File: src/msc_pkg.sv
// Shared constants and types for the Manchester sync status block
package msc_pkg;
  localparam int          DEC_NUM        = 3;
  localparam int          ADDR_W         = 8;
  localparam int          DATA_W         = 16;
  localparam int          STAT_W         = 8;
  localparam logic [7:0]  ADDR_RESULT    = 8'h12;
  localparam logic [7:0]  ADDR_STATUS    = 8'h13;
  localparam logic [7:0]  STATUS_RST     = 8'h30;
  localparam logic [15:0] RESULT_RST     = 16'h0000;
  localparam int          SYNC_LSB       = 0;
  localparam int          SEL_LSB        = 4;
  localparam int          SEL_MSB        = 5;
  localparam int          RSV3_BIT       = 3;
  localparam logic [1:0]  SEL_DEC0       = 2'h0;
  localparam logic [1:0]  SEL_DEC1       = 2'h1;
  localparam logic [1:0]  SEL_DEC2       = 2'h2;
  localparam logic [1:0]  SEL_OFF        = 2'h3;
  localparam logic [1:0]  SYNC_ERR_LIMIT = 2'h3;
  localparam logic [3:0]  FRAME_SPAN     = 4'hA;
  localparam int          MEAS_EXP       = 9;
  localparam int          MEAS_TICKS     = 2 ** MEAS_EXP;
  localparam int          TICK_W         = MEAS_EXP + 1;
  localparam logic        CORE_SUP       = 1'b0;
  localparam logic        CORE_PROC      = 1'b1;

  typedef enum logic [1:0] {
    MEAS_IDLE = 2'b01,
    MEAS_RUN  = 2'b10
  } msc_meas_e;

  typedef struct packed {
    logic [ADDR_W-1:0] addr;
    logic [DATA_W-1:0] wdata;
    logic              wr;
    logic              rd;
    logic              core;
  } msc_bus_s;

  typedef struct packed {
    logic acquire;
    logic lost;
    logic sync_err;
    logic frame;
    logic sync_bit;
  } msc_dec_ev_s;
endpackage : msc_pkg

File: src/msc_pin_sync.sv
// Three-stage pin synchroniser with agreement filter and rise pulse
module msc_pin_sync (
  input  wire logic mclk,
  input  wire logic rst,
  input  wire logic pin,
  output logic      rise
);
  logic s1_q;
  logic s2_q;
  logic s3_q;
  logic lvl_q;

  // Reset high so a pin already high at release gives no false rise
  always_ff @(posedge mclk or posedge rst) begin
    if (rst) begin
      s1_q <= 1'b1;
      s2_q <= 1'b1;
      s3_q <= 1'b1;
    end else begin
      s1_q <= pin;
      s2_q <= s1_q;
      s3_q <= s2_q;
    end
  end

  // Only a level seen on two stages counts, so one glitch is ignored
  always_ff @(posedge mclk or posedge rst) begin
    if (rst) begin
      lvl_q <= 1'b1;
    end else if (s2_q == s3_q) begin
      lvl_q <= s3_q;
    end
  end

  assign rise = (s2_q == s3_q) && s3_q && !lvl_q;
endmodule // msc_pin_sync

File: src/msc_sync_track.sv
// Per-decoder sync flag with sync-bit-error loss window
module msc_sync_track #(
  parameter bit LOSS_EN = 1'b1
) (
  input  wire logic                 mclk,
  input  wire logic                 rst,
  input  wire msc_pkg::msc_dec_ev_s ev,
  output logic                      sync_q
);
  logic [1:0] err_cnt_q;
  logic [3:0] frm_cnt_q;
  logic       win_q;
  logic       err_hit;
  logic       win_end;
  logic       loss;

  assign err_hit = sync_q && ev.sync_err;
  assign win_end = win_q && ev.frame && (frm_cnt_q == msc_pkg::FRAME_SPAN - 4'h1);
  assign loss    = LOSS_EN && err_hit && win_q && !win_end
                   && (err_cnt_q == msc_pkg::SYNC_ERR_LIMIT - 2'h1);

  // Acquire wins over any clear in the same cycle
  always_ff @(posedge mclk or posedge rst) begin
    if (rst) begin
      sync_q <= 1'b0;
    end else if (ev.acquire) begin
      sync_q <= 1'b1; // [RULE3]
    end else if (ev.lost || loss) begin
      sync_q <= 1'b0; // [RULE4] [RULE5]
    end
  end

  // Window opens on an error; a closed window forgets its errors
  always_ff @(posedge mclk or posedge rst) begin
    if (rst) begin
      err_cnt_q <= 2'h0;
      frm_cnt_q <= 4'h0;
      win_q     <= 1'b0;
    end else if (!sync_q || loss) begin
      err_cnt_q <= 2'h0;
      frm_cnt_q <= 4'h0;
      win_q     <= 1'b0;
    end else if (err_hit && (!win_q || win_end)) begin
      err_cnt_q <= 2'h1; // [RULE6]
      frm_cnt_q <= 4'h0;
      win_q     <= 1'b1;
    end else if (win_end) begin
      err_cnt_q <= 2'h0; // [RULE6]
      frm_cnt_q <= 4'h0;
      win_q     <= 1'b0;
    end else begin
      if (err_hit) begin
        err_cnt_q <= err_cnt_q + 2'h1;
      end
      if (win_q && ev.frame) begin
        frm_cnt_q <= frm_cnt_q + 4'h1;
      end
    end
  end

  a_acquire_sets: assert property ( // [RULE3]
    @(posedge mclk) disable iff (rst) ev.acquire |=> sync_q)
    else $error("sync flag not set after acquire");

  a_lost_clears: assert property ( // [RULE4]
    @(posedge mclk) disable iff (rst) (ev.lost && !ev.acquire) |=> !sync_q)
    else $error("sync flag still set while unsynchronised");

  a_third_error_loss: assert property ( // [RULE5]
    @(posedge mclk) disable iff (rst)
    (LOSS_EN && loss && !ev.acquire) |=> !sync_q)
    else $error("third error in span did not drop sync");

  a_span_restart: assert property ( // [RULE6]
    @(posedge mclk) disable iff (rst)
    (win_end && !err_hit && sync_q) |=> (err_cnt_q == 2'h0) && !win_q)
    else $error("error count carried past span");
endmodule // msc_sync_track

File: src/msc_status_ctrl.sv
// Manchester status register, sync tracking and clock measurement control
// Contract
// [RULE1] Status register resets to 30h.
// [RULE2] Status always readable; only bits 5:4 accept writes.
// [RULE3] Decoder sync flag sets when that decoder achieves synchronization.
// [RULE4] Sync flag reads 0 while the decoder lacks the alternating sync bit.
// [RULE5] Decoders 0 and 1 lose sync after three sync bit errors in 10 frames.
// [RULE6] Fewer than three errors in a span: counting restarts at next error.
// [RULE7] Status bit 3 reads 0.
// [RULE8] Active selector at 11b keeps measurement disabled.
// [RULE9] Writing active selector with non-11b starts one measurement interval.
// [RULE10] Measurement start clears result to 0000h, busy until written.
// [RULE11] Two separate selector copies, one per core.
// [RULE12] Core-select 0 uses supervisory copy, 1 uses processing copy.
// [RULE13] Inactive copy stays writable but does not touch the measurement.
// [RULE14] Software avoids a second request while one is outstanding; polls busy.
// [RULE15] No hardware interlock against conflicting requests.
// [RULE16] Count sync bits over 2^9 ticks of 32kHz, then write result.
// [RULE17] Status bits 7:6 read 0.
// [RULE18] Selector 00b, 01b, 10b pick decoders 0..2; 11b disables.
//
// Local design decision: the strobed register port.
module msc_status_ctrl #(
  parameter int MEAS_TICKS = msc_pkg::MEAS_TICKS
) (
  input  wire logic                                  mclk,
  input  wire logic                                  rst,
  input  wire msc_pkg::msc_bus_s                     bus,
  output logic [msc_pkg::DATA_W-1:0]                 rdata_q,
  input  wire msc_pkg::msc_dec_ev_s [msc_pkg::DEC_NUM-1:0] dec_ev,
  input  wire logic                                  processing_core_select,
  input  wire logic                                  clk_32k_pin,
  output logic [msc_pkg::DEC_NUM-1:0]                sync_flags,
  output logic                                       meas_busy
);
  localparam int TW = msc_pkg::TICK_W;
  localparam logic [TW-1:0] TICK_LAST = TW'(MEAS_TICKS - 1);

  logic [1:0]                   sel_sup_q;
  logic [1:0]                   sel_proc_q;
  logic [1:0]                   active_sel;
  logic [msc_pkg::DATA_W-1:0]   result_q;
  logic [msc_pkg::DATA_W-1:0]   bit_cnt_q;
  logic [TW-1:0]                tick_cnt_q;
  msc_pkg::msc_meas_e           state_q;
  logic                         tick_rise;
  logic                         stat_wr;
  logic                         stat_rd;
  logic                         res_rd;
  logic                         start;
  logic                         stop;
  logic                         win_done;
  logic                         sel_bit;
  logic [msc_pkg::STAT_W-1:0]   stat_val;
  logic [1:0]                   own_sel;

  // Decode an address against one register
  function automatic logic hit(input logic [msc_pkg::ADDR_W-1:0] a,
                               input logic [msc_pkg::ADDR_W-1:0] r);
    hit = (a == r);
  endfunction

  // Which decoder's sync bit a selector names
  function automatic logic pick_bit(input logic [1:0] s,
                                    input msc_pkg::msc_dec_ev_s [msc_pkg::DEC_NUM-1:0] e);
    case (s)
      msc_pkg::SEL_DEC0: pick_bit = e[0].sync_bit; // [RULE18]
      msc_pkg::SEL_DEC1: pick_bit = e[1].sync_bit; // [RULE18]
      msc_pkg::SEL_DEC2: pick_bit = e[2].sync_bit; // [RULE18]
      default:           pick_bit = 1'b0;
    endcase
  endfunction

  assign stat_wr = bus.wr && hit(bus.addr, msc_pkg::ADDR_STATUS);
  assign stat_rd = bus.rd && hit(bus.addr, msc_pkg::ADDR_STATUS);
  assign res_rd  = bus.rd && hit(bus.addr, msc_pkg::ADDR_RESULT);

  msc_pin_sync u_tick (
    .mclk (mclk),
    .rst  (rst),
    .pin  (clk_32k_pin),
    .rise (tick_rise)
  );

  // Decoder 2 has no error-driven loss of sync
  genvar gi;
  generate
    for (gi = 0; gi < msc_pkg::DEC_NUM; gi++) begin : g_dec
      msc_sync_track #(
        .LOSS_EN (gi < 2)
      ) u_track (
        .mclk   (mclk),
        .rst    (rst),
        .ev     (dec_ev[gi]),
        .sync_q (sync_flags[gi])
      );
    end
  endgenerate

  // One selector copy per core, each written only by its own core
  always_ff @(posedge mclk or posedge rst) begin
    if (rst) begin
      sel_sup_q <= msc_pkg::STATUS_RST[msc_pkg::SEL_MSB:msc_pkg::SEL_LSB]; // [RULE1]
    end else if (stat_wr && bus.core == msc_pkg::CORE_SUP) begin
      sel_sup_q <= bus.wdata[msc_pkg::SEL_MSB:msc_pkg::SEL_LSB]; // [RULE11] [RULE2]
    end
  end

  always_ff @(posedge mclk or posedge rst) begin
    if (rst) begin
      sel_proc_q <= msc_pkg::STATUS_RST[msc_pkg::SEL_MSB:msc_pkg::SEL_LSB]; // [RULE1]
    end else if (stat_wr && bus.core == msc_pkg::CORE_PROC) begin
      sel_proc_q <= bus.wdata[msc_pkg::SEL_MSB:msc_pkg::SEL_LSB]; // [RULE11] [RULE2]
    end
  end

  // Core-select steers which copy reaches the hardware
  assign active_sel = processing_core_select ? sel_proc_q : sel_sup_q; // [RULE12]

  // Only the active core's write can start; a repeat restarts, no lockout
  assign start = stat_wr && (bus.core == processing_core_select) // [RULE13] [RULE15]
                 && (bus.wdata[msc_pkg::SEL_MSB:msc_pkg::SEL_LSB] != msc_pkg::SEL_OFF); // [RULE9]
  assign stop  = (active_sel == msc_pkg::SEL_OFF) && !start; // [RULE8]

  assign win_done = (state_q == msc_pkg::MEAS_RUN) && tick_rise
                    && (tick_cnt_q == TICK_LAST);
  assign sel_bit  = pick_bit(active_sel, dec_ev);
  assign meas_busy = (state_q == msc_pkg::MEAS_RUN);

  always_ff @(posedge mclk or posedge rst) begin
    if (rst) begin
      state_q <= msc_pkg::MEAS_IDLE;
    end else begin
      case (state_q)
        msc_pkg::MEAS_IDLE: begin
          if (start) begin
            state_q <= msc_pkg::MEAS_RUN; // [RULE9]
          end
        end
        msc_pkg::MEAS_RUN: begin
          // A restart on the final tick must not end the fresh run
          if (!start && (stop || win_done)) begin
            state_q <= msc_pkg::MEAS_IDLE; // [RULE8] [RULE16]
          end
        end
        default: state_q <= msc_pkg::MEAS_IDLE;
      endcase
    end
  end

  // Window length counted in filtered 32kHz rises, not system cycles
  always_ff @(posedge mclk or posedge rst) begin
    if (rst) begin
      tick_cnt_q <= '0;
    end else if (start) begin
      tick_cnt_q <= '0;
    end else if (meas_busy && tick_rise) begin
      tick_cnt_q <= tick_cnt_q + TW'(1); // [RULE16]
    end
  end

  always_ff @(posedge mclk or posedge rst) begin
    if (rst) begin
      bit_cnt_q <= msc_pkg::RESULT_RST;
    end else if (start) begin
      bit_cnt_q <= msc_pkg::RESULT_RST;
    end else if (meas_busy && sel_bit) begin
      bit_cnt_q <= bit_cnt_q + msc_pkg::DATA_W'(1); // [RULE16]
    end
  end

  // Result reads zero as the busy mark; a last sync bit on the final tick counts
  always_ff @(posedge mclk or posedge rst) begin
    if (rst) begin
      result_q <= msc_pkg::RESULT_RST;
    end else if (start) begin
      result_q <= msc_pkg::RESULT_RST; // [RULE10]
    end else if (win_done && !stop) begin
      result_q <= bit_cnt_q + msc_pkg::DATA_W'(sel_bit); // [RULE16]
    end
  end

  // Each core sees its own selector copy in bits 5:4
  assign own_sel = bus.core ? sel_proc_q : sel_sup_q;

  always_comb begin
    stat_val = '0; // [RULE7] [RULE17]
    stat_val[msc_pkg::SEL_MSB:msc_pkg::SEL_LSB] = own_sel;
    stat_val[msc_pkg::SYNC_LSB +: msc_pkg::DEC_NUM] = sync_flags; // [RULE3]
  end

  // Reads answer in the next cycle; unmapped addresses read zero
  always_ff @(posedge mclk or posedge rst) begin
    if (rst) begin
      rdata_q <= '0;
    end else if (stat_rd) begin
      rdata_q <= msc_pkg::DATA_W'(stat_val); // [RULE2]
    end else if (res_rd) begin
      rdata_q <= result_q;
    end else begin
      rdata_q <= '0;
    end
  end

  a_reset_value: assert property ( // [RULE1]
    @(posedge mclk) rst |-> (stat_val == msc_pkg::STATUS_RST))
    else $error("status not at reset value");

  a_reserved_zero: assert property ( // [RULE7] [RULE17]
    @(posedge mclk) disable iff (rst)
    stat_rd |=> (rdata_q[7:6] == 2'h0) && (rdata_q[msc_pkg::RSV3_BIT] == 1'b0))
    else $error("reserved status bits not zero");

  a_sync_readonly: assert property ( // [RULE2]
    @(posedge mclk) disable iff (rst)
    (stat_wr && !dec_ev[0].acquire && !dec_ev[0].lost && !dec_ev[0].sync_err)
    |=> sync_flags[0] == $past(sync_flags[0]))
    else $error("write altered a sync flag");

  a_sel_disabled: assert property ( // [RULE8]
    @(posedge mclk) disable iff (rst)
    (active_sel == msc_pkg::SEL_OFF && !start) |=> !meas_busy)
    else $error("measurement runs while disabled");

  a_start_clears: assert property ( // [RULE9] [RULE10]
    @(posedge mclk) disable iff (rst)
    start |=> meas_busy && (result_q == msc_pkg::RESULT_RST) ##1 (result_q == msc_pkg::RESULT_RST))
    else $error("start did not clear result and run");

  a_inactive_copy: assert property ( // [RULE13]
    @(posedge mclk) disable iff (rst)
    (stat_wr && bus.core != processing_core_select && !meas_busy) |=> !meas_busy)
    else $error("inactive copy started a measurement");

  a_route_copy: assert property ( // [RULE12]
    @(posedge mclk) disable iff (rst)
    (stat_wr && bus.core == processing_core_select)
    |=> active_sel == $past(bus.wdata[msc_pkg::SEL_MSB:msc_pkg::SEL_LSB]))
    else $error("active copy not steering hardware");

  a_result_written: assert property ( // [RULE16]
    @(posedge mclk) disable iff (rst)
    (win_done && !stop && !start)
    |=> !meas_busy && (result_q == $past(bit_cnt_q) + msc_pkg::DATA_W'($past(sel_bit))))
    else $error("result not written at window end");
endmodule // msc_status_ctrl

File: config.mk
export PLATFORM = sky130hd
export DESIGN_NAME = msc_status_ctrl
export DESIGN_NICKNAME = d
export VERILOG_FILES = /design/src/msc_pkg.sv /design/src/msc_pin_sync.sv /design/src/msc_sync_track.sv /design/src/msc_status_ctrl.sv
export SDC_FILE = /design/constraint.sdc
export NUM_CORES = 1
export LEC_CHECK = 0
export BUFFER_PORTS_ARGS = -buffer_cell sky130_fd_sc_hd__buf_2
export CAP_MARGIN = 0
export CORE_MARGIN = 4
export CORE_UTILIZATION = 40
export DETAILED_ROUTE_END_ITERATION = 8
export PLACE_DENSITY = 0.64
export SLEW_MARGIN = 20
export SYNTH_ARGS = -nofsm -noshare
export SYNTH_HDL_FRONTEND = slang
export SYNTH_SLANG_ARGS = --single-unit
File: constraint.sdc
create_clock -name mclk -period 4.3 [get_ports mclk]
set_clock_uncertainty 0.05 [all_clocks]
set_input_delay 0.86 -clock mclk [delete_from_list [all_inputs] [get_ports mclk]]
set_output_delay 0.86 -clock mclk [all_outputs]
set_load 0.05 [all_outputs]
==> results.md <==
- Outcome: complete, no violations
- CP Buf/Inv Count: 3
- Setup violators final: 0
- CP startpoint kind: primary input
- Total power divided by cell area: 334 nW/um^2
- Initial DRC Count: 135
- I/O Buffers: 49
- Post-synth top area share: 43.3%
- Post-Syn Area: around 4400 um^2
- Fmax: 354 MHz
- Top_reg_cell synth: dfrtp_1
- CTS tree: yes
- Initial Utilization: 41.8%
- Setup bufs post-CTS: 0
- Top Family by Delay on Critical Path: buffers and inverters
- CP max stage cell: buf_4
- Total number of vias: 3202
- Area Overhead vs Synth: 12.7%
- YS warnings: 0
- Most numerous cell in the Yosys netlist: dfrtp_1
- Hold Path Class: register to register
- Distinct cell type count after synthesis: 54
- Setup crit end kind: register
- Clk_lat worst skew: 0.36 ns
- Worst-path clk slew: approximately 0.090 ns
- R2R Setup Slk: 1.55 ns
- Final TNS setup: 0 ns
- Yosys reg bits: 85
- Worst Max-Slew Pin Slew: 0.924 ns
- Register area share after synthesis: 48.7%
- Die W: 113 um
- Core area: ~11000 um^2
- Crit Path Category: primary input to register
- Largest net degree at the start of global routing: 36
- Slew HR: 38.2%
- CTS resizes: 0
- I/O pins: between 60 and 70
- Clock Tree Buf Depth: 2
- Most common cell on crit path: nand3_1
- Reg area: between 2000 and 2500 um^2
- Commonest cells in the netlist: 76 x dfrtp_1, 41 x nor2_1, 32 x nand2_1
- Die ar.: between 10000 and 15000 um^2
- Top cell type by total area after synthesis: dfrtp_1
- Number of flops mapped to enable cells by yosys: 0
- H-tree levels: 3
- First-pass GRT wire length: 15000 um
- CP cell instances: buf_2 -> nor2b_1 -> a211o_1 -> a22oi_2 -> buf_4 -> inv_1 -> ha_1 -> nand3_1 -> nor2_1 -> nand3_1 -> xor2_1 -> a211oi_2
- Filler Cell Count: 962
- Post-synthesis cell count: 435
- VDD IR max: 184 uV
- Hold Buf Count CTS: 0
- Max Cap Viol: 0
- Num Clock Sinks: 85
- GRT Overall Usage: between 10% and 20%
- Async SR Flop Fraction: 100%
- Final Cycle Share: 65.7%
- Worst path arrival time: around 3.0 ns
- Final hold vios: 0
- Syn nets: 492
- Max Slew Vio Count: 0
- Drt wl/cell: 13.8 um
- Vias/cell: 5.16
- Vias in the first global route: 3137
- Final ANT Viol Nets: 0
- Routed WL: 8580 um
- Top post-synthesis cells by area: dfrtp_1 43%, dfstp_2 5.4%, a211oi_2 4.3%
- Crit Path Max Fanout: 33
- Clk root buf: clkbuf_8
- P_leak: 2.10 nW
- Share of cells above drive strength 1: 23.6%
- Initial antenna violation count: 0
- Gr ovfl total: 0
- Final net count: approximately 540
- Area occupied by multi-input gates: 2060 um^2
- DR DRC count: 0
- RSZ-0062 raised after global routing: false
- Hpwl dp: 6100 um
- Antenna fix cells: 0
- CTS buffer count: 9
- Rows: 37
- Worst EP required: ~4.5 ns
- Pre-antenna DRT Iters: 4
- PnR worst setup slack: roughly 1.5 ns
- CP peak stage delay: 0.31 ns
- Die Span Y: roughly 110 um
- Place WS: approximately 1.1 ns
- Fin crit period: 2.83 ns
- Routability cong.: a little under 0.8
- Synthesized area per cell: 10.1 um^2
[stage by stage]
stage | total power [W] | hold WS (ns) | instance area (um^2) | std cells | util [%]
floorplan | 0.00103 | 0.295 | 4390 | 435 | -
global placement | 0.00107 | 0.299 | 4740 | 604 | 45.1
detailed placement | 0.00108 | 0.300 | 4740 | 604 | 45.1
CTS | 0.00167 | 0.314 | 4950 | 620 | 47.1
global route | 0.00174 | 0.325 | 4950 | 620 | 47.1
finish | 0.00165 | 0.312 | 4950 | 620 | 47.1
[metal layers]
layer	up-vias	part of all wire (%)	wire length (um)	track usage (%)
met5	-	0	0	0
met4	0	0.91	78	3.85
met3	8	4.5	385	3.42
met2	54	46	3920	22.5
met1	1528	49	4190	19.5
li1	1612	-	-	-
[cells in the final DEF (no fill, tap or decap), types with 8 or more instances in the layout]
master    Yosys  layout
nor2_1       41      41
buf_2         9      49
dfstp_2       9       9
a21oi_1      23      23
nor3_1       11      11
nand2_1      32      32
nand3_1      18      18
o21ai_0      30      30
ha_1         11      11
xor2_1        8       8
or3_1        13      13
xnor2_1      15      15
clkbuf_8      0       9
a211oi_2     15      15
inv_1        17      16
dfrtp_1      76      76
or4_1         8       8
and2_1       14      14
[report_power, final]
part / switching (W) / internal (W) / total (W)
logic: 0.000102 / 0.0000727 / 0.000175
clock network: 0.000309 / 0.000279 / 0.000588
registers: 0.0000445 / 0.000842 / 0.000887
[cells by family (layout without fill, tap and decap cells)]
logic type      Yosys count  after routing  synth area share (%)
simple gates            173            173                  21.7
compound gates           94             94                  15.5
flops                    85             85                  48.7
buf+inv                  41             90                  4.39
xor+xnor                 23             23                  4.59
fa+ha+maj                11             11                  3.14
mux                       8              8                  1.94
[state kept, by name (all words and copies together) (netlist names)]
name and flops:
bit_cnt_q 16, g_dec.u_track.err_cnt_q 4, g_dec.u_track.frm_cnt_q 8, g_dec.u_track.sync_q 3, g_dec.u_track.win_q 2, rdata_q 16, result_q 16, sel_proc_q 2
sel_sup_q 2, state_q 2, tick_cnt_q 10, u_tick.lvl_q 1, u_tick.s1_q 1, u_tick.s2_q 1, u_tick.s3_q 1
[worst reg2reg max path, cell delays in order (launching register included)]
cell and delay [ns]:
dfstp_2 0.59, inv_2 0.05, o32ai_2 0.26, a22oi_2 0.13, buf_4 0.24, inv_1 0.11
ha_1 0.18, nand3_1 0.23, nor2_1 0.32, nand3_1 0.13, xor2_1 0.25, a211oi_2 0.10
[final timing paths]
path                                   startpoint      endpoint  cells after the start
max                        processing_core_select  result_q[15]                     12
min                                   u_tick.s1_q   u_tick.s2_q                      0
max reg2reg                          sel_sup_q[1]  result_q[15]                     11
min reg2reg                           u_tick.s1_q   u_tick.s2_q                      0
max in group asynchronous                     rst  sel_sup_q[0]                      3
min in group asynchronous                     rst   rdata_q[15]                      2
[final cells by class]
class / count / area share (%)
Clock buffer: 9 / 2.50
Clock inverter: 7 / 1.64
Inverter: 19 / 1.47
Multi-Input combinational cell: 309 / 41.6
Sequential cell: 85 / 43.2
Tap cell: 136 / 3.44
Timing Repair Buffer: 55 / 6.12
Note: power is estimated with default switching activity, not from simulation.
